File: config.mk
export PLATFORM = sky130hd
export DESIGN_NAME = smbus_io_expander_regs
export DESIGN_NICKNAME = d
export VERILOG_FILES = /design/src/ioexp_pkg.sv /design/src/smbus_io_expander_regs.sv
export SDC_FILE = /design/constraint.sdc
export NUM_CORES = 1
export LEC_CHECK = 0
export ABC_CLOCK_PERIOD_IN_PS = 5000
export BUFFER_PORTS_ARGS = -buffer_cell sky130_fd_sc_hd__buf_2
export CAP_MARGIN = 10
export CORE_MARGIN = 2
export CORE_UTILIZATION = 39
export CTS_CLUSTER_DIAMETER = 150
export DETAILED_ROUTE_END_ITERATION = 8
export GPL_TIMING_DRIVEN = 0
export PLACE_DENSITY_LB_ADDON = 0.15
export RECOVER_POWER = 100
export SLEW_MARGIN = 20
export SYNTH_ARGS = -nofsm -noshare
export SYNTH_HDL_FRONTEND = slang
export SYNTH_SLANG_ARGS = --single-unit
File: constraint.sdc
create_clock -name CORE_CLK -period 5 [get_ports CORE_CLK]
set_clock_uncertainty 0.05 [all_clocks]
set_input_delay 0.75 -clock CORE_CLK [delete_from_list [all_inputs] [get_ports CORE_CLK]]
set_output_delay 0.75 -clock CORE_CLK [all_outputs]
set_load 0.05 [all_outputs]
File: src/ioexp_pkg.sv
// Shared constants, register layout and state codes for the two-wire I/O expander.
package ioexp_pkg;

  // Command byte codes that select a register or a one-shot action.
  localparam logic [7:0] CMD_NORMAL_DRIVE  = 8'h00;
  localparam logic [7:0] CMD_NORMAL_RISE   = 8'h01;
  localparam logic [7:0] CMD_NORMAL_FALL   = 8'h02;
  localparam logic [7:0] CMD_SUSPEND_DRIVE = 8'h03;
  localparam logic [7:0] CMD_SUSPEND_RISE  = 8'h04;
  localparam logic [7:0] CMD_SUSPEND_FALL  = 8'h05;
  localparam logic [7:0] CMD_READBACK      = 8'h06;
  localparam logic [7:0] CMD_RESAMPLE_ADDR = 8'h07;
  localparam logic [7:0] CMD_SOFT_RESET    = 8'h08;
  localparam logic [7:0] CMD_MAKER_ID      = 8'hfe;

  // Power-on values of the register file.
  localparam logic [7:0] DRIVE_RESET_LOW = 8'h00;
  localparam logic [7:0] DRIVE_RESET_HIZ = 8'hff;
  localparam logic [7:0] MASK_RESET      = 8'hff;
  localparam logic [7:0] POINTER_RESET   = 8'h00;
  localparam logic [7:0] UNMAPPED_READ   = 8'h00;

  // Bus bit meanings.
  localparam logic       DIR_READ            = 1'b1;
  localparam logic [6:0] ALERT_RESPONSE_ADDR = 7'h19;
  localparam logic [3:0] BITS_PER_BYTE       = 4'h8;

  // Three-level address strap codes and slave address building blocks.
  localparam logic [1:0] STRAP_GND   = 2'h0;
  localparam logic [1:0] STRAP_FLOAT = 2'h1;
  localparam logic [1:0] STRAP_VCC   = 2'h2;
  localparam logic [3:0] ADDR_HI_LOW_GND   = 4'h2;
  localparam logic [3:0] ADDR_HI_LOW_FLOAT = 4'hc;
  localparam logic [3:0] ADDR_HI_LOW_VCC   = 4'h7;
  localparam logic [3:0] ADDR_HI_HIZ_GND   = 4'h4;
  localparam logic [3:0] ADDR_HI_HIZ_FLOAT = 4'hd;
  localparam logic [3:0] ADDR_HI_HIZ_VCC   = 4'h6;
  localparam logic [2:0] ADDR_LO_BASE      = 3'h4;
  localparam logic [1:0] SAMPLE_DELAY      = 2'h3;

  // One complete register set: drive plus the two edge masks.
  typedef struct packed {
    logic [7:0] drive;
    logic [7:0] rise_mask;
    logic [7:0] fall_mask;
  } regset_t;

  // Bus slave states.
  typedef enum logic [3:0] {
    ST_IDLE      = 4'b0000,
    ST_ADDR      = 4'b0001,
    ST_ADDR_ACK  = 4'b0010,
    ST_CMD       = 4'b0011,
    ST_CMD_ACK   = 4'b0100,
    ST_WDATA     = 4'b0101,
    ST_WDATA_ACK = 4'b0110,
    ST_TX        = 4'b0111,
    ST_TX_ACK    = 4'b1000,
    ST_IGNORE    = 4'b1001
  } slave_state_t;

endpackage : ioexp_pkg

File: src/smbus_io_expander_regs.sv
// Two-wire slave, dual register sets and pin control of the eight-pin I/O expander.
//
// How it works
// - Seven data registers: three normal, three suspend, one read-only pin readback.
// - Suspend-select high applies the normal set; low applies the suspend set.
// - Each drive bit either pulls its pin low or releases it.
// - Drive registers reset all-low or all-released, chosen by a build parameter.
// - Active rise mask gates rising-edge alerts; fall mask gates falling-edge alerts.
// - All mask bits come up masked after power-up.
// - Readback returns sampled pin levels, not drive register contents.
// - Read-byte samples pins at the end of the third byte acknowledge.
// - Receive-byte samples pins at the end of the first byte acknowledge.
// - Write to a read-only register lands in the normal drive register.
// - Bytes travel most significant bit first; bit 7 belongs to pin 7.
// - Write-byte is start, address, ack, command, ack, data, ack, stop.
// - Direction bit 0 writes, 1 reads; ack is 0, not-ack is 1.
// - Receive-byte returns last selected register, or own address on alert response.
// - Send-byte carries address and command only, acting as one-shot.
// - Resample command re-reads the address straps and adopts the new address.
// - Resample inside read or write still samples; written data goes to normal drive.
// - Soft-reset command resamples straps and restores power-on register values.
// - Soft-reset inside read or write still resets; data goes to normal drive.
// - Maker identification register is returned by a read-byte.
// - Write aimed at the identification register lands in normal drive.
// - Commands 00h-05h registers, 06h readback, 07h resample, 08h reset, FEh id.
// - Drive bit 0 pulls the pin low, 1 leaves it released.
// - Mask bit 0 lets the edge alert, 1 masks it.
// - Pointer starts at zero; soft reset leaves it unchanged.
`timescale 1ns/10ps
`default_nettype none

module smbus_io_expander_regs
  import ioexp_pkg::*;
#(
  parameter bit         RESET_RELEASED = 1'b0,  // Variant: pins released at power-up.
  parameter logic [7:0] MAKER_ID       = 8'h5a  // Arbitrary identification value.
) (
  input  wire logic       CORE_CLK,
  input  wire logic       RST,
  input  wire logic       SMB_CLK,
  input  wire logic       SMB_DATA_IN,
  output logic            SMB_DATA_OUT,
  output logic            SMB_DATA_OE,
  input  wire logic [7:0] IO_IN,
  output logic      [7:0] IO_OUT,
  output logic      [7:0] IO_OE,
  input  wire logic       SUSPEND_SELECT,
  input  wire logic [1:0] ADDR_STRAP0,
  input  wire logic [1:0] ADDR_STRAP1,
  output logic            ALERT_N_OUT,
  output logic            ALERT_N_OE
);

  localparam logic [7:0] DRIVE_RESET = RESET_RELEASED ? DRIVE_RESET_HIZ : DRIVE_RESET_LOW;
  localparam regset_t    SET_RESET   = '{drive: DRIVE_RESET, rise_mask: MASK_RESET,
                                         fall_mask: MASK_RESET};

  logic         scl_s1, scl_s2, scl_s3;
  logic         sda_s1, sda_s2, sda_s3;
  logic         sus_s1, sus_s2;
  logic [7:0]   io_s1, io_s2, io_s3;
  logic [1:0]   strap0_s1, strap0_s2, strap1_s1, strap1_s2;
  slave_state_t state_q, state_d;
  logic [3:0]   cnt_q;
  logic [7:0]   shift_q;
  logic         dir_q;
  logic         alert_resp_q;
  logic         sda_oe_q;
  logic [7:0]   pointer_q;
  logic         pend_rap_q, pend_reset_q;
  logic [1:0]   samp_cnt_q;
  logic [6:0]   own_addr_q;
  regset_t      normal_q, suspend_q;
  logic [7:0]   readback_q;
  logic         alert_q;

  // Input synchronisers; every pin crosses two flops before use.
  always_ff @(posedge CORE_CLK or posedge RST) begin
    if (RST) begin
      {scl_s1, scl_s2, scl_s3} <= 3'h7;
      {sda_s1, sda_s2, sda_s3} <= 3'h7;
      {sus_s1, sus_s2}         <= 2'h3;
      {io_s1, io_s2, io_s3}    <= 24'h000000;
      {strap0_s1, strap0_s2}   <= 4'h0;
      {strap1_s1, strap1_s2}   <= 4'h0;
    end else begin
      {scl_s1, scl_s2, scl_s3} <= {SMB_CLK, scl_s1, scl_s2};
      {sda_s1, sda_s2, sda_s3} <= {SMB_DATA_IN, sda_s1, sda_s2};
      {sus_s1, sus_s2}         <= {SUSPEND_SELECT, sus_s1};
      {io_s1, io_s2, io_s3}    <= {IO_IN, io_s1, io_s2};
      {strap0_s1, strap0_s2}   <= {ADDR_STRAP0, strap0_s1};
      {strap1_s1, strap1_s2}   <= {ADDR_STRAP1, strap1_s1};
    end
  end

  // Bus events seen on the synchronised lines.
  wire scl_rise  = scl_s2 & ~scl_s3;
  wire scl_fall  = ~scl_s2 & scl_s3;
  wire start_det = scl_s2 & scl_s3 & sda_s3 & ~sda_s2;
  wire stop_det  = scl_s2 & scl_s3 & ~sda_s3 & sda_s2;
  wire byte_done = (cnt_q == BITS_PER_BYTE);

  // Address byte decode: own address, or alert response while an alert is pending.
  wire addr_hit = (shift_q[7:1] == own_addr_q);
  wire ar_hit   = (shift_q[7:1] == ALERT_RESPONSE_ADDR) & (shift_q[0] == DIR_READ) & alert_q;
  wire addr_ack = addr_hit | ar_hit;

  // Falling edges that close each acknowledge; register updates happen here.
  wire addr_ack_end = (state_q == ST_ADDR_ACK) & scl_fall;
  wire read_start   = addr_ack_end & (dir_q == DIR_READ);
  wire cmd_ack_end  = (state_q == ST_CMD_ACK) & scl_fall;
  wire data_ack_end = (state_q == ST_WDATA_ACK) & scl_fall;

  // A pending one-shot command fires at the end of a send-byte, at a repeated
  // start of a read-byte, or with the data byte of a write-byte.
  wire cmd_fire  = (state_q == ST_WDATA) & (start_det | stop_det) | data_ack_end;
  wire fire_rap  = cmd_fire & pend_rap_q;
  wire fire_rst  = cmd_fire & pend_reset_q;

  // Slave address from the three-level straps, per device variant.
  wire [3:0] addr_hi_low = (strap0_s2 == STRAP_GND)   ? ADDR_HI_LOW_GND :
                           (strap0_s2 == STRAP_FLOAT) ? ADDR_HI_LOW_FLOAT : ADDR_HI_LOW_VCC;
  wire [3:0] addr_hi_hiz = (strap0_s2 == STRAP_GND)   ? ADDR_HI_HIZ_GND :
                           (strap0_s2 == STRAP_FLOAT) ? ADDR_HI_HIZ_FLOAT : ADDR_HI_HIZ_VCC;
  wire [2:0] addr_lo     = ((strap0_s2 == STRAP_VCC) ? 3'h0 : ADDR_LO_BASE) + {1'b0, strap1_s2};
  wire [6:0] addr_calc   = {RESET_RELEASED ? addr_hi_hiz : addr_hi_low, addr_lo};

  // Register read mux; the readback path shows live pins at the sampling edge.
  // identification read
  wire [7:0] reg_rd = (pointer_q == CMD_NORMAL_DRIVE)  ? normal_q.drive :
                      (pointer_q == CMD_NORMAL_RISE)   ? normal_q.rise_mask :
                      (pointer_q == CMD_NORMAL_FALL)   ? normal_q.fall_mask :
                      (pointer_q == CMD_SUSPEND_DRIVE) ? suspend_q.drive :
                      (pointer_q == CMD_SUSPEND_RISE)  ? suspend_q.rise_mask :
                      (pointer_q == CMD_SUSPEND_FALL)  ? suspend_q.fall_mask :
                      (pointer_q == CMD_READBACK)      ? io_s2 :
                      (pointer_q == CMD_MAKER_ID)      ? MAKER_ID : UNMAPPED_READ;
  wire [7:0] tx_byte = alert_resp_q ? {own_addr_q, 1'b0} : reg_rd;

  // Applied register set follows the synchronised suspend level directly.
  // select set
  wire     normal_active = sus_s2;
  regset_t act_set;
  assign act_set = normal_active ? normal_q : suspend_q;

  // Edge events gated by the active masks.
  wire [7:0] io_rise = io_s2 & ~io_s3 & ~act_set.rise_mask;
  wire [7:0] io_fall = ~io_s2 & io_s3 & ~act_set.fall_mask;

  // Next-state logic of the bus slave.
  // frame order
  always_comb begin
    state_d = state_q;
    unique case (state_q)
      ST_IDLE, ST_IGNORE: state_d = state_q;
      ST_ADDR: begin
        if (scl_fall && byte_done) begin
          state_d = addr_ack ? ST_ADDR_ACK : ST_IGNORE;
        end
      end
      ST_ADDR_ACK: begin
        if (scl_fall) begin
          state_d = (dir_q == DIR_READ) ? ST_TX : ST_CMD;
        end
      end
      ST_CMD: begin
        if (scl_fall && byte_done) begin
          state_d = ST_CMD_ACK;
        end
      end
      ST_CMD_ACK: begin
        if (scl_fall) begin
          state_d = ST_WDATA;
        end
      end
      ST_WDATA: begin
        if (scl_fall && byte_done) begin
          state_d = ST_WDATA_ACK;
        end
      end
      ST_WDATA_ACK, ST_TX_ACK: begin
        if (scl_fall) begin
          state_d = ST_IGNORE;
        end
      end
      ST_TX: begin
        if (scl_fall && byte_done) begin
          state_d = ST_TX_ACK;
        end
      end
      default: state_d = ST_IDLE;
    endcase
    if (start_det) begin
      state_d = ST_ADDR;
    end else if (stop_det) begin
      state_d = ST_IDLE;
    end
  end

  // State, bit counter and shift register of the slave.
  always_ff @(posedge CORE_CLK or posedge RST) begin
    if (RST) begin
      state_q <= ST_IDLE;
      cnt_q   <= 4'h0;
      shift_q <= 8'h00;
    end else begin
      state_q <= state_d;
      if (start_det || stop_det || (scl_fall && state_d != state_q)) begin
        cnt_q <= 4'h0;
      end else if (scl_rise) begin
        cnt_q <= cnt_q + 4'h1;
      end
      if (read_start) begin
        shift_q <= tx_byte;
      end else if (state_q == ST_TX && scl_fall) begin
        shift_q <= {shift_q[6:0], 1'b0};
      end else if (scl_rise && state_q inside {ST_ADDR, ST_CMD, ST_WDATA}) begin
        shift_q <= {shift_q[6:0], sda_s2};
      end
    end
  end

  // Data line drive: acknowledges pull low, transmit pulls low for zero bits.
  always_ff @(posedge CORE_CLK or posedge RST) begin
    if (RST) begin
      sda_oe_q     <= 1'b0;
      dir_q        <= 1'b0;
      alert_resp_q <= 1'b0;
    end else begin
      if (state_q == ST_ADDR && scl_fall && byte_done) begin
        dir_q        <= shift_q[0];
        alert_resp_q <= ar_hit & ~addr_hit;
      end
      if (start_det || stop_det) begin
        sda_oe_q <= 1'b0;
      end else if (scl_fall && byte_done && state_q != ST_TX) begin
        sda_oe_q <= (state_q == ST_ADDR) ? addr_ack : (state_q inside {ST_CMD, ST_WDATA});
      end else if (read_start) begin
        sda_oe_q <= ~tx_byte[7];
      end else if (state_q == ST_TX && scl_fall) begin
        sda_oe_q <= byte_done ? 1'b0 : ~shift_q[6];
      end else if (scl_fall) begin
        sda_oe_q <= 1'b0;
      end
    end
  end

  // Pointer and pending one-shot commands.
  always_ff @(posedge CORE_CLK or posedge RST) begin
    if (RST) begin
      pointer_q    <= POINTER_RESET;
      pend_rap_q   <= 1'b0;
      pend_reset_q <= 1'b0;
    end else begin
      if (cmd_ack_end) begin
        pointer_q    <= shift_q;
        pend_rap_q   <= (shift_q == CMD_RESAMPLE_ADDR);
        pend_reset_q <= (shift_q == CMD_SOFT_RESET);
      end else if (cmd_fire || start_det || stop_det) begin
        pend_rap_q   <= 1'b0;
        pend_reset_q <= 1'b0;
      end
    end
  end

  // Strap sampling runs a short delay after reset release or on command, so
  // that the synchronised strap levels are settled when they are adopted.
  always_ff @(posedge CORE_CLK or posedge RST) begin
    if (RST) begin
      samp_cnt_q <= SAMPLE_DELAY;
      own_addr_q <= 7'h00;
    end else begin
      if (fire_rap || fire_rst) begin
        samp_cnt_q <= SAMPLE_DELAY;
      end else if (samp_cnt_q != 2'h0) begin
        samp_cnt_q <= samp_cnt_q - 2'h1;
      end
      if (samp_cnt_q == 2'h1) begin
        own_addr_q <= addr_calc;
      end
    end
  end

  // Write target: anything but the six data registers lands in normal drive.
  wire wr_n_rise = data_ack_end & (pointer_q == CMD_NORMAL_RISE);
  wire wr_n_fall = data_ack_end & (pointer_q == CMD_NORMAL_FALL);
  wire wr_s_drv  = data_ack_end & (pointer_q == CMD_SUSPEND_DRIVE);
  wire wr_s_rise = data_ack_end & (pointer_q == CMD_SUSPEND_RISE);
  wire wr_s_fall = data_ack_end & (pointer_q == CMD_SUSPEND_FALL);
  wire wr_n_drv  = data_ack_end & ~(wr_n_rise | wr_n_fall | wr_s_drv | wr_s_rise | wr_s_fall);

  // Register sets; a soft reset restores them and the data byte then wins.
  always_ff @(posedge CORE_CLK or posedge RST) begin
    if (RST) begin
      normal_q  <= SET_RESET;
      suspend_q <= SET_RESET;
    end else begin
      if (fire_rst) begin
        normal_q  <= SET_RESET;
        suspend_q <= SET_RESET;
      end
      if (wr_n_drv) normal_q.drive <= shift_q;
      if (wr_n_rise) normal_q.rise_mask <= shift_q;
      if (wr_n_fall) normal_q.fall_mask <= shift_q;
      if (wr_s_drv) suspend_q.drive <= shift_q;
      if (wr_s_rise) suspend_q.rise_mask <= shift_q;
      if (wr_s_fall) suspend_q.fall_mask <= shift_q;
    end
  end

  // Pin readback and alert latch; a new edge wins over a clear.
  always_ff @(posedge CORE_CLK or posedge RST) begin
    if (RST) begin
      readback_q <= 8'h00;
      alert_q    <= 1'b0;
    end else begin
      if (read_start) begin
        readback_q <= io_s2;
      end
      if (|(io_rise | io_fall)) begin
        alert_q <= 1'b1;
      end else if (fire_rst || (read_start && alert_resp_q)) begin
        alert_q <= 1'b0;
      end
    end
  end

  // Open-drain pins only ever pull low; the enable carries the information.
  // pin drive
  assign IO_OE        = ~act_set.drive;
  assign IO_OUT       = 8'h00;
  assign SMB_DATA_OUT = 1'b0;
  assign SMB_DATA_OE  = sda_oe_q;
  assign ALERT_N_OUT  = 1'b0;
  assign ALERT_N_OE   = alert_q;
endmodule : smbus_io_expander_regs

`default_nettype wire

# Word-level counts from Yosys, hierarchy flattened

Index checks and enable logic that the tools add are counted.

Add/sub/neg operators: 3
Equal/unequal tests: 26
Mux-type cells: 51
Bitwise gates (word level): 48
Reduce and logical (&&, ||, !) cells: 35

Operator list:

| kind                 | count |
|---|---|
| $mux W8              | 17 |
| $mux W4              | 14 |
| $mux W24             | 2 |
| $not A8 Y8           | 5 |
| $and A8 B8 Y8        | 4 |
| $eq A8 B3 Y1 const B | 4 |
| $pmux W4 S8          | 1 |
| $reduce_bool A2 Y1   | 12 |
| $and A1 B1 Y1        | 23 |
| $eq A4 B3 Y1 const B | 4 |
| $eq A8 B2 Y1 const B | 2 |
| $eq A4 B4 Y1 const B | 3 |
| $mux W1              | 12 |
| $eq A4 B2 Y1 const B | 2 |
| $eq A8 B1 Y1 const B | 1 |
| $eq A8 B4 Y1 const B | 1 |
| $eq A8 B8 Y1 const B | 1 |
| $logic_and A1 B1 Y1  | 8 |
| $logic_not A8 Y1     | 1 |
| $not A1 Y1           | 8 |
| $or A8 B8 Y8         | 1 |
| $reduce_or A8 Y1     | 1 |
| $eq A7 B5 Y1 const B | 1 |
| $eq A7 B7 Y1         | 1 |
| 18 further kinds     | 34 |

Register bits after elaboration: 127
Output and inout port bits: 20

# Longest topological paths before layout

Gate-level depths: netlist of the first run.

Depth in word-level cells: 14
Gate-level depth with buffers: 8
Depth with buffers taken out: 7

# Worst setup path before layout of the first run

OpenSTA, ideal clock, no wires.

Path type: reg2out
Start: register sus_s2, in the netlist normal_active
End: output port IO_OE[0]
Arrival: 2.052 ns
Setup slack: 2.148 ns
Stages on the path, launching flop included: 4
Cells stage by stage: dfstp_2 > buf_2 > buf_1 > mux2i_1

Cells in the longest elaborated chain, start to end: 2

Ends and longest elaborated chain:

| what                   | line                          | source |
|---|---|---|
| start, declared        | smbus_io_expander_regs.sv:60  | `logic sus_s1, sus_s2;` |
| start signal, assigned | smbus_io_expander_regs.sv:89  | `{sus_s1, sus_s2} <= {SUSPEND_SELECT, sus_s1};` |
| $mux W24               | smbus_io_expander_regs.sv:144 | `assign act_set = normal_active ? normal_q : suspend_q;` |
| $not A8 Y8             | smbus_io_expander_regs.sv:330 | `assign IO_OE = ~act_set.drive;` |
| end, declared          | smbus_io_expander_regs.sv:46  | `output logic [7:0] IO_OE,` |

No other way between the ends.

# Final worst setup path of the first run

Start: register scl_s3
End: register cnt_q[0]

Cells in the longest elaborated chain, start to end: 10
Elaborated cells between the ends (all ways): 25
Those cells by class: 1 x eq/ne; 11 x mux; 8 x bitwise; 5 x reduce/logical

Ends and longest elaborated chain:

| what                                                 | line                          | source |
|---|---|---|
| start, declared                                      | smbus_io_expander_regs.sv:58  | `logic scl_s1, scl_s2, scl_s3;` |
| start signal, assigned                               | smbus_io_expander_regs.sv:87  | `{scl_s1, scl_s2, scl_s3} <= {SMB_CLK, scl_s1, scl_s2};` |
| $and A1 B1 Y1                                        | smbus_io_expander_regs.sv:98  | `wire scl_fall = ~scl_s2 & scl_s3;` |
| $logic_and A1 B1 Y1                                  | -                             |  |
| $mux W4 (on tied branches)                           | -                             |  |
| $pmux W4 S8                                          | smbus_io_expander_regs.sv:154 | `unique case (state_q)` |
| $mux W4                                              | smbus_io_expander_regs.sv:195 | `end else if (stop_det) begin` |
| $mux W4                                              | smbus_io_expander_regs.sv:193 | `if (start_det) begin` |
| $ne A4 B4 Y1                                         | smbus_io_expander_regs.sv:208 | `if (start_det \|\| stop_det \|\| (scl_fall && state_d != state_q)) begin` |
| $logic_and A1 B1 Y1                                  | smbus_io_expander_regs.sv:208 |  |
| $logic_or A1 B1 Y1                                   | smbus_io_expander_regs.sv:208 |  |
| $mux W4 / $reduce_bool A2 Y1 (equally long branches) | -                             |  |
| end signal, assigned                                 | smbus_io_expander_regs.sv:211 | `cnt_q <= cnt_q + 4'h1;` |
| end, declared                                        | smbus_io_expander_regs.sv:64  | `logic [3:0] cnt_q;` |

Several ways; a longest one is shown, not always the timed one.
A chain may end at the register's enable or synchronous reset.

==> impl_metrics.csv, run 1 <==
group,metric,value,unit
synth,syn_area,0.006461,sq mm
synth,async_flop_share,100.0,%
clock_network,clk_latency,0.42,ns
cells_and_area,area_growth,16.52,%
timing,fin_crit_sh,75.85,%
routing,wl_per_cell,19.44,um
routing,drcViolationCount,0,
worst_setup_path,crit_start,"scl_s3$_DFF_PP1_",
clock_network,cts_root_buf,"clkbuf_16",
outcome,failed_checks,"max-capacitance violations, max-slew violations",
outcome,status,"finished with violations",
clock_network,path_clk_slew,0.06,ns
cells_and_area,antennaDiodeCount,0,
synth,synth_warnings,0,
worst_setup_path,r2r_cells,6,
timing,finalSetupViolations,0,
worst_setup_path,start_kind,"flop",
pwr,irDropWorstVdd,0.2612,mV
floorplan,pin_count,37,
placement,hpwl,13.01,mm
cells_and_area,nets,732,
floorplan,dieWidth,132.7,um
routing,first_pass_iters,6,
worst_setup_path,cp_data_required_time,5.23,ns
clock_network,cts.repair.resized,0,
synth,synthCells,656,
worst_setup_path,cp_max_fo,10,
clock_network,cts.sinks,127,
pwr,p_leak,3.111,nW
worst_setup_path,path_class,"reg2reg",
global_route,overflow,0,
routing,num_vias,5211,
global_route,antenna_found_initial,0,
run,drv_cap,3,
timing,hold_violations,0,
synth,syn_avg_cell_area,9.849,sq um
cells_and_area,postLayoutCoreUtil,45.89,%
floorplan,die_y,132.7,um
synth,yosysUniqueCellTypes,70,
clock_network,numCtsBuffers,17,
synth,seq_area_frac_synth,50.00,%
clock_network,cts_buffer_depth,2,
synth,ys_ff_latch,127,
worst_setup_path,r2r-start,"scl_s3$_DFF_PP1_",
routing,wirelength,18.36,mm
timing,totalNegativeSetupSlack,0,ns
global_route,grt_pass1_vias,5208,
synth,synthFlopType,"dfrtp_1",
synth,synth_edf_count,0,
timing,max_freq,263.7,MHz
timing,whs,0.2972,ns
global_route,grt_pass1_wl,29.01,mm
worst_hold_path,worstHoldPathType,"reg2reg",
worst_hold_path,min_from,"io_s1[2]$_DFF_PP0_",
global_route,grt_usage,21.59,%
routing,vias_per_cell,5.520,
placement,place_congestion,0.8538,
placement,io_buffers,26,
clock_network,cts_setup_buffers,0,
floorplan,start_util,39.38,%
clock_network,cts_tree,"yes",
timing,slew_headroom,-50.55,%
timing,grt_setup_unrepaired,"false",
floorplan,fp.dieArea,0.01761,sq mm
worst_setup_path,end_kind,"flop",
worst_hold_path,min_path_cells,0,
pwr,power.density,390.0,mW/mm^2
timing,period_minus_slack,3.793,ns
floorplan,rows,47,
floorplan,core-area,0.01641,sq mm
routing,drtIter0Drc,452,
timing,drv_slew,141,
global_route,grt_max_degree,80,
clock_network,hold_buffers,0,
timing,tightestPinTransition,2.238,ns
cells_and_area,drive_gt1_share,18.92,%
routing,ant_nets,0,
worst_setup_path,critical_path_arrival,4.02,ns
clock_network,htreeDepth,4,
## worst max-delay path, cell delays in order, from the launching register on
cell,delay (ns)
dfstp_2,0.53
clkbuf_1,0.33
nand2b_1,0.23
nor4_1,1.72
a311oi_1,0.13
o221ai_1,0.52
a211oi_1,0.14
## power breakdown
group	leakage (nW)	switching (mW)	internal, mW	total [mW]
clock	0.307	0.500	0.857	1.36
sequential	1.52	0.0603	1.09	1.16
combinational	1.28	0.295	0.129	0.424
total	3.11	0.855	2.08	2.94
## state kept, by name, indices dropped and copies added, names as in the netlist, 4 cells and up
name	flops
state_q	4
io_s1	8
io_s3	8
pointer_q	8
shift_q	8
io_s2	8
suspend_q	24
own_addr_q	7
cnt_q	4
normal_q	24
## synth_stat cells (all sizes together) (6+ instances only)
cell	count	area share, %
mux2	14	2.4
o21ai	48	3.7
nand3	16	1.2
nand2	63	3.7
nand2b	6	0.58
dfrtp	85	33
dfstp	42	17
mux2i	28	4.3
inv	22	1.3
xor2	7	0.95
and3	9	0.87
nand4	6	0.58
nor2	73	4.2
nor2b	10	0.97
a21oi	41	3.2
buf	27	2.6
nand3b	12	1.4
a221oi	6	0.81
clkbuf	27	1.6
## routing by layer
metal	routed length [um]	vias up	global-route usage, %
met5	0	-	0
met4	442	0	8.722
met3	796	35	4.636
met2	8860	160	35.00
met1	8256	2593	28.25
li1	-	2423	-
## cells in the final DEF, fill, tap and decap left out, types with 10 or more instances in the layout
cell	Yosys	layout
clkbuf_16	0	17
a21oi_1	41	41
inv_1	22	21
conb_1	1	10
nor2b_1	10	10
nor2_1	73	73
buf_4	10	10
nand2_1	63	63
nand3_1	16	16
mux2i_1	28	28
buf_2	12	25
dfstp_2	42	39
mux2_2	14	14
clkbuf_1	27	41
nand3b_1	12	12
dfrtp_1	85	85
o21ai_0	48	48
## cells by family after synthesis
group	share of synthesized area, %
fa+ha+maj	0.7746
flops	50.00
other cells	0.05804
simple gates	18.07
xor+xnor	1.627
compound gates	15.43
buf+inv	5.519
mux	8.521
## per-stage QoR
step | total power, mW | setup WS [ns] | area, sq um | std cells
after floorplan | 1.433 | 0.8852 | 6495 | 665
after global placement | 1.588 | -0.5447 | 6900 | 911
after detailed placement | 1.596 | 2.118 | 6933 | 912
after CTS | 2.960 | 1.716 | 7577 | 944
after global routing | 3.052 | 0.8325 | 7528 | 944
final | 2.936 | 1.207 | 7528 | 944
## final cells by class
class	count	area (sq um)
Fill cell	1610	8879
Sequential cell	127	3231
Multi-Input combinational cell	461	2902
Clock buffer	18	439.2
Tap cell	220	275.3
Buffer	54	265.3
Clock inverter	14	205.2
Timing Repair Buffer	27	123.9
Inverter	23	87.58
## path summary, 6_finish.rpt
path | to | slack [ns]
setup / recovery | cnt_q[0]$_DFFE_PP0P_ | 1.21
hold / removal | io_s2[2]$_DFF_PP0_ | 0.30
setup reg to reg | cnt_q[0]$_DFFE_PP0P_ | 1.21
hold reg to reg | io_s2[2]$_DFF_PP0_ | 0.30
max in group asynchronous | strap1_s1[1]$_DFF_PP0_ | 1.43
min in group asynchronous | suspend_q[21]$_DFFE_PP0P_ | 0.79
Note: power is estimated with default switching activity, not from simulation.
==> run 2: changes to the inputs <==
--- a/config.mk
+++ b/config.mk
@@ -5,7 +5,8 @@
 export SDC_FILE = /design/constraint.sdc
 export NUM_CORES = 1
 export LEC_CHECK = 0
-export ABC_CLOCK_PERIOD_IN_PS = 5000
+export ABC_AREA = 1
+export ABC_CLOCK_PERIOD_IN_PS = 3190
 export BUFFER_PORTS_ARGS = -buffer_cell sky130_fd_sc_hd__buf_2
 export CAP_MARGIN = 10
 export CORE_MARGIN = 2
==> constraint.sdc (replaced) <==
create_clock -name CORE_CLK -period 3.19 [get_ports CORE_CLK]
set_clock_uncertainty 0.05 [all_clocks]
set_input_delay 0.4785 -clock CORE_CLK [delete_from_list [all_inputs] [get_ports CORE_CLK]]
set_output_delay 0.4785 -clock CORE_CLK [all_outputs]
set_load 0.05 [all_outputs]
==> run 2 against run 1 <==
Net effect:
- the run now ends clean
- via count rose by 0.42%
- critical path depth down 1
- clock power is 65% higher
- die area down 5.4%
- combinational power is 25% higher
- non-clock buffer count down 26
- worst setup slack got worse by 1.0 ns
- core utilization up 1.1 points
- flip-flop and latch count is the same
- first-iteration DRC count up 18%
- largest cell class unchanged
- largest power group unchanged
- highest routed layer unchanged
==> impl_metrics.csv, run 2 <==
group,metric,value,unit
synth,synth_edf_count,0,
floorplan,rows,45,
pwr,p_leak,3.321,nW
worst_setup_path,r2r-start,"pointer_q[2]$_DFFE_PP0P_",
placement,place_congestion,0.9064,
cells_and_area,stdcell_area,0.007173,sq mm
routing,first_pass_iters,5,
worst_hold_path,worstHoldPathType,"in2async",
cells_and_area,final_common_cell,"nand2_1",
routing,drcViolationCount,0,
timing,totalNegativeSetupSlack,0,ns
synth,yosysUniqueCellTypes,41,
clock_network,cts_tree,"yes",
global_route,antenna_found_initial,0,
synth,yosys.area.top_type_share,34.86,%
clock_network,numCtsBuffers,17,
clock_network,cts.sinks,127,
routing,vias_per_cell,5.281,
worst_setup_path,crit_start,"normal_active$_DFF_PP1_",
clock_network,cts.repair.resized,0,
timing,drv_slew,0,
floorplan,fp.dieArea,0.01666,sq mm
synth,yosysMostFrequentCell,"nand2_1",
floorplan,dieWidth,129.1,um
worst_setup_path,crit_buf_inv,3,
synth,synth_warnings,0,
worst_setup_path,cp_num_cells,5,
worst_setup_path,rrSetupSlack,0.33,ns
timing,fin_crit_sh,94.63,%
worst_setup_path,cpLargestDelayFamily,"buffers and inverters",
routing,num_vias,5233,
synth,synthFlopType,"dfrtp_1",
clock_network,cts_root_buf,"clkbuf_16",
floorplan,pin_count,37,
pwr,power.density,639.0,mW/mm^2
synth,syn_area,0.006102,sq mm
synth,syn_avg_cell_area,8.607,sq um
cells_and_area,final_cells,991,
routing,ant_nets,0,
synth,yosys.area.top_type,"dfrtp_1",
worst_setup_path,cp_max_fo,10,
placement,dp_cells,959,
worst_setup_path,crit_top_cell,"clkbuf_1",
clock_network,cts_setup_buffers,0,
clock_network,cts_buffer_depth,2,
global_route,overflow,0,
timing,tightestPinTransition,1.225,ns
synth,synthCells,709,
cells_and_area,nets,788,
floorplan,start_util,39.99,%
cells_and_area,area_growth,17.55,%
worst_setup_path,max_stage_delay,0.54,ns
global_route,grt_pass1_vias,5040,
pwr,irDropWorstVdd,0.3928,mV
worst_setup_path,path_cells,"clkbuf_1, clkbuf_1, nand2_1, o21ai_0, clkbuf_2",
outcome,status,"completed",
timing,grt_setup_unrepaired,"false",
timing,max_freq,331.3,MHz
worst_setup_path,critPathSlowestCell,"dfstp_2",
clock_network,hold_buffers,0,
worst_setup_path,cp_data_required_time,2.66,ns
pwr,power.total,4.584,mW
cells_and_area,reg_top3,"normal_q (24), suspend_q (24)",
timing,finalSetupViolations,0,
worst_setup_path,cp-endpoint,"IO_OE[7]",
timing,period_minus_slack,3.019,ns
floorplan,core-area,0.01526,sq mm
worst_setup_path,path_class,"reg2out",
placement,io_buffers,26,
placement,placed_area,0.006614,sq mm
clock_network,clk_latency,0.42,ns
clock_network,path_clk_slew,0.06,ns
worst_setup_path,start_kind,"flop",
worst_setup_path,critical_path_arrival,2.49,ns
synth,ys_top_cells_by_count,"nand2_1 (162), dfrtp_1 (85), a21oi_1 (65), inv_1 (65), nor2_1 (55)",
run,drv_cap,0,
routing,drtIter0Drc,532,
worst_setup_path,worstReg2RegEnd,"normal_q[19]$_DFFE_PP0P_",
worst_setup_path,end_kind,"output port",
clock_network,htreeDepth,4,
global_route,grt_max_degree,36,
synth,synthTopCellsByArea,"dfrtp_1 (35%), dfstp_2 (18%), nand2_1 (10%), a21oi_1 (5.3%), inv_1 (4.0%)",
floorplan,die_y,129.1,um
cells_and_area,drive_gt1_share,18.33,%
placement,hpwl,11.84,mm
global_route,grt_pass1_wl,26.69,mm
worst_setup_path,r2r_cells,11,
synth,async_flop_share,100.0,%
routing,wirelength,16.62,mm
synth,ys_ff_latch,127,
routing,wl_per_cell,16.77,um
timing,hold_violations,0,
cells_and_area,most-common-layout-cells,"nand2_1 (168), dfrtp_1 (85), a21oi_1 (67), inv_1 (66), nor2_1 (58)",
synth,seq_area_frac_synth,52.94,%
timing,slew_headroom,18.31,%
cells_and_area,antennaDiodeCount,0,
global_route,grt_usage,21.17,%
==> run 2: cell types whose count changed after synthesis, moves of 18 or more <==
cell,change
nand2_1,+99
inv_1,+43
mux2i_1,-28
a21oi_1,+24
nor3_1,+24
clkbuf_1,-19
nor2_1,-18
==> run 2: how the worst min path moves through the flow <==
| stage | start | endpoint | slack [ns] |
|---|---|---|---|
| 2_1_floorplan | io_s1[0]$_DFF_PP0_ | io_s2[0]$_DFF_PP0_ | 0.28 |
| 3_3_place_gp | io_s1[6]$_DFF_PP0_ | io_s2[6]$_DFF_PP0_ | 0.28 |
| 3_5_place_dp | io_s1[2]$_DFF_PP0_ | io_s2[2]$_DFF_PP0_ | 0.28 |
| 4_1_cts | RST | state_q[1]$_DFF_PP0_ | 0.003 |
| 5_1_grt | ADDR_STRAP1[0] | strap1_s1[0]$_DFF_PP0_ | 0.09 |
| 6_report | RST | state_q[1]$_DFF_PP0_ | 0.09 |
==> run 2: logic make-up after synthesis <==
family | Yosys count | synth area share [%]
simple gates | 305 | 22.64
compound gates | 161 | 15.30
flops | 127 | 52.94
buf+inv | 105 | 7.382
xor+xnor | 6 | 0.8612
fa+ha+maj | 4 | 0.8202
other cells | 1 | 0.06145
==> run 2: power breakdown <==
group	total, mW	switching (mW)	internal [mW]	leakage (nW)
Sequential	1.80	0.100	1.70	1.51
Clock	2.25	0.740	1.51	0.330
Combinational	0.528	0.402	0.126	1.48
==> run 2: routing by layer <==
metal | track usage (%) | up-vias | part of all wire (%)
met5 | 0 | - | 0
met4 | 7.161 | 0 | 1.9
met3 | 4.872 | 28 | 7.5
met2 | 30.91 | 208 | 44
met1 | 31.17 | 2524 | 47
li1 | - | 2473 | -
==> run 2: final cells by class <==
type | count | area [sq um]
Clock buffer | 19 | 452.9
Buffer | 25 | 140.1
Fill cell | 1446 | 8085
Inverter | 80 | 302.8
Tap cell | 211 | 264.0
Sequential cell | 127 | 3231
Multi-Input combinational cell | 486 | 2405
Clock inverter | 13 | 231.5
Timing Repair Buffer | 30 | 146.4
==> run 2: through the flow <==
| step | hold slack, ns | util (%) | setup WS (ns) |
|---|---|---|---|
| 2_1_floorplan | 0.2812 | - | 0.7929 |
| 3_3_place_gp | 0.2816 | 42.82 | 0.2880 |
| 3_5_place_dp | 0.2847 | 43.35 | 0.6393 |
| 4_1_cts | 0.003436 | 47.83 | 0.1936 |
| 5_1_grt | 0.09308 | 47.01 | 0.05163 |
| 6_report | 0.08633 | 47.01 | 0.1712 |
==> run 3: changes to the inputs <==
--- a/config.mk
+++ b/config.mk
@@ -9,7 +9,6 @@
 export ABC_CLOCK_PERIOD_IN_PS = 3190
 export BUFFER_PORTS_ARGS = -buffer_cell sky130_fd_sc_hd__buf_2
 export CAP_MARGIN = 10
-export CORE_MARGIN = 2
 export CORE_UTILIZATION = 39
 export CTS_CLUSTER_DIAMETER = 150
 export DETAILED_ROUTE_END_ITERATION = 8
==> run 3 against run 2 <==
Net effect:
- the flow now finishes with violations (max-capacitance violations, max-slew violations)
- critical endpoint is now IO_OE[6]
- clock power shrank 8%
- sequential share of layout area grew 0.37 points
- count of clock-buffer cells in the layout is the same
- highest routed layer unchanged
- register-to-register slack lost 0.09 ns
- sequential power is essentially flat
- worst hold slack gained 0.011 ns
- cell area shrank 0.82%
- non-clock buffer count is the same
- via count is essentially flat
- core utilization shrank 0.39 points
- worst setup slack gained 0.017 ns
==> impl_metrics.csv, run 3 (synthesized netlist as in run 2, its figures left out) <==
group,metric,value,unit
routing,met2_length,7.242,mm
worst_hold_path,min_from,"SUSPEND_SELECT",
routing,num_vias,5228,
floorplan,core-area,0.01526,sq mm
pwr,p_leak,3.286,nW
worst_hold_path,min_path_cells,1,
cells_and_area,nets,788,
timing,max_freq,333.1,MHz
placement,placed_area,0.006621,sq mm
cells_and_area,most-common-layout-cells,"nand2_1 (168), dfrtp_1 (85), inv_1 (67), a21oi_1 (67), nor2_1 (60)",
clock_network,hold_buffers,0,
worst_setup_path,end_kind,"output port",
run,drv_cap,1,
cells_and_area,area_growth,16.59,%
global_route,overflow,0,
routing,top_layer,"met4",
worst_setup_path,r2r-start,"state_q[2]$_DFF_PP0_",
worst_setup_path,crit_buf_inv,3,
timing,fin_crit_sh,94.10,%
floorplan,pin_count,37,
clock_network,numCtsBuffers,17,
global_route,grt_pass1_wl,26.74,mm
timing,period_minus_slack,3.002,ns
pwr,p_sw,1.236,mW
routing,wl_per_cell,16.65,um
clock_network,cts_tree,"yes",
worst_setup_path,critPathSlowestCell,"dfstp_2",
cells_and_area,final_common_cell,"nand2_1",
cells_and_area,reg_top3,"normal_q (24), suspend_q (24)",
clock_network,cts.sinks,127,
worst_setup_path,cp_max_fo,10,
worst_setup_path,start_kind,"flop",
worst_hold_path,worstHoldPathType,"in2reg",
pwr,intPower,3.161,mW
routing,drcViolationCount,0,
timing,drv_slew,36,
pwr,power.total,4.396,mW
worst_setup_path,max_stage_delay,0.54,ns
placement,hpwl,11.99,mm
clock_network,cts_setup_buffers,0,
timing,slew_headroom,-19.24,%
timing,hold_violations,0,
worst_setup_path,critical_path_arrival,2.47,ns
pwr,power.share.sequential,41.1,%
placement,place_congestion,0.8559,
worst_setup_path,path_cells,"clkbuf_1, clkbuf_1, nand2_1, o21ai_0, clkbuf_2",
pwr,power.density,618.0,mW/mm^2
worst_setup_path,rrSetupSlack,0.24,ns
cells_and_area,antennaDiodeCount,0,
worst_setup_path,cp_num_cells,5,
floorplan,fp.dieArea,0.01615,sq mm
outcome,failed_checks,"max-capacitance violations, max-slew violations",
global_route,antenna_found_initial,0,
pwr,combPwrFrac,11.8,%
worst_setup_path,path_class,"reg2out",
cells_and_area,stdcell_area,0.007114,sq mm
floorplan,start_util,39.99,%
global_route,grt_pass1_vias,4920,
timing,tightestPinTransition,1.789,ns
clock_network,path_clk_slew,0.06,ns
global_route,grt_usage,22.09,%
worst_setup_path,cp_data_required_time,2.66,ns
timing,whs,0.09746,ns
pwr,irDropWorstVdd,0.3481,mV
worst_setup_path,crit_top_cell,"clkbuf_1",
timing,grt_setup_unrepaired,"false",
floorplan,die_y,127.1,um
pwr,p_sw_share,28.11,%
clock_network,cts_root_buf,"clkbuf_16",
routing,wl_met1,7.776,mm
floorplan,dieWidth,127.1,um
routing,vias_per_cell,5.275,
clock_network,htreeDepth,4,
routing,wl_met3,1.127,mm
cells_and_area,drive_gt1_share,17.69,%
routing,ant_nets,0,
floorplan,rows,45,
worst_setup_path,cpLargestDelayFamily,"buffers and inverters",
timing,totalNegativeSetupSlack,0,ns
outcome,status,"finished with violations",
worst_setup_path,r2r_cells,10,
placement,io_buffers,26,
worst_setup_path,crit_start,"normal_active$_DFF_PP1_",
routing,drtIter0Drc,451,
clock_network,cts_buffer_depth,2,
global_route,grt_max_degree,36,
clock_network,clk_latency,0.43,ns
timing,finalSetupViolations,0,
routing,wirelength,16.50,mm
routing,first_pass_iters,5,
pwr,p_clk_share,47.1,%
==> run 3: worst reg2reg max path, cell delays in order, from the launching register on <==
cell	delay, ns
dfrtp_1	0.49
inv_2	0.07
nor2_1	0.25
nand3_1	0.19
nor2_1	0.33
inv_1	0.25
nor2_1	0.62
nor2_1	0.13
nand3_2	0.23
nand2_4	0.13
o22ai_1	0.13
==> run 3: per-layer routing <==
layer	up-vias	GRT usage [%]
li1	2467	-
met1	2533	32.14
met2	198	32.42
met3	30	4.271
met4	0	8.824
met5	-	0
==> run 3: worst paths after layout <==
| path | end |
|---|---|
| min in group asynchronous | state_q[1]$_DFF_PP0_ |
| max | IO_OE[6] |
| max reg2reg | normal_q[22]$_DFFE_PP0P_ |
| max in group asynchronous | suspend_q[10]$_DFFE_PP1P_ |
| min reg2reg | io_s2[1]$_DFF_PP0_ |
| min | sus_s1$_DFF_PP1_ |
==> run 3: through the flow <==
stage / cells / worst slack [ns] / util, %
after CTS: 991 / 0.1226 / 47.52
after global placement: 955 / 0.2883 / 42.82
after detailed placement: 959 / 0.5790 / 43.39
after global routing: 991 / 0.03578 / 46.63
after floorplan: 718 / 0.7929 / -
final: 991 / 0.1883 / 46.63
==> run 3: layout make-up <==
cell class	count	area, sq um
Buffer	25	145.1
Fill cell	1471	8144
Clock inverter	13	186.4
Tap cell	211	264.0
Clock buffer	19	442.9
Sequential cell	127	3231
Inverter	80	302.8
Multi-Input combinational cell	486	2382
Timing Repair Buffer	30	160.2
==> run 3: timing repair <==
action | in CTS | in global routing
resized for setup | 0 | 2
hold endpoints to repair | 0 | 0
endpoints found under the setup margin | 0 | 1
==> run 3: power groups by stage <==
stage          Sequential [mW]  Clock (mW)  Combinational, mW
2_1_floorplan             1.81           0              0.353
3_3_place_gp              1.82           0              0.514
3_5_place_dp              1.83           0              0.536
4_1_cts                   1.80        2.10              0.538
5_1_grt                   1.82        2.17              0.578
6_report                  1.81        2.07              0.518
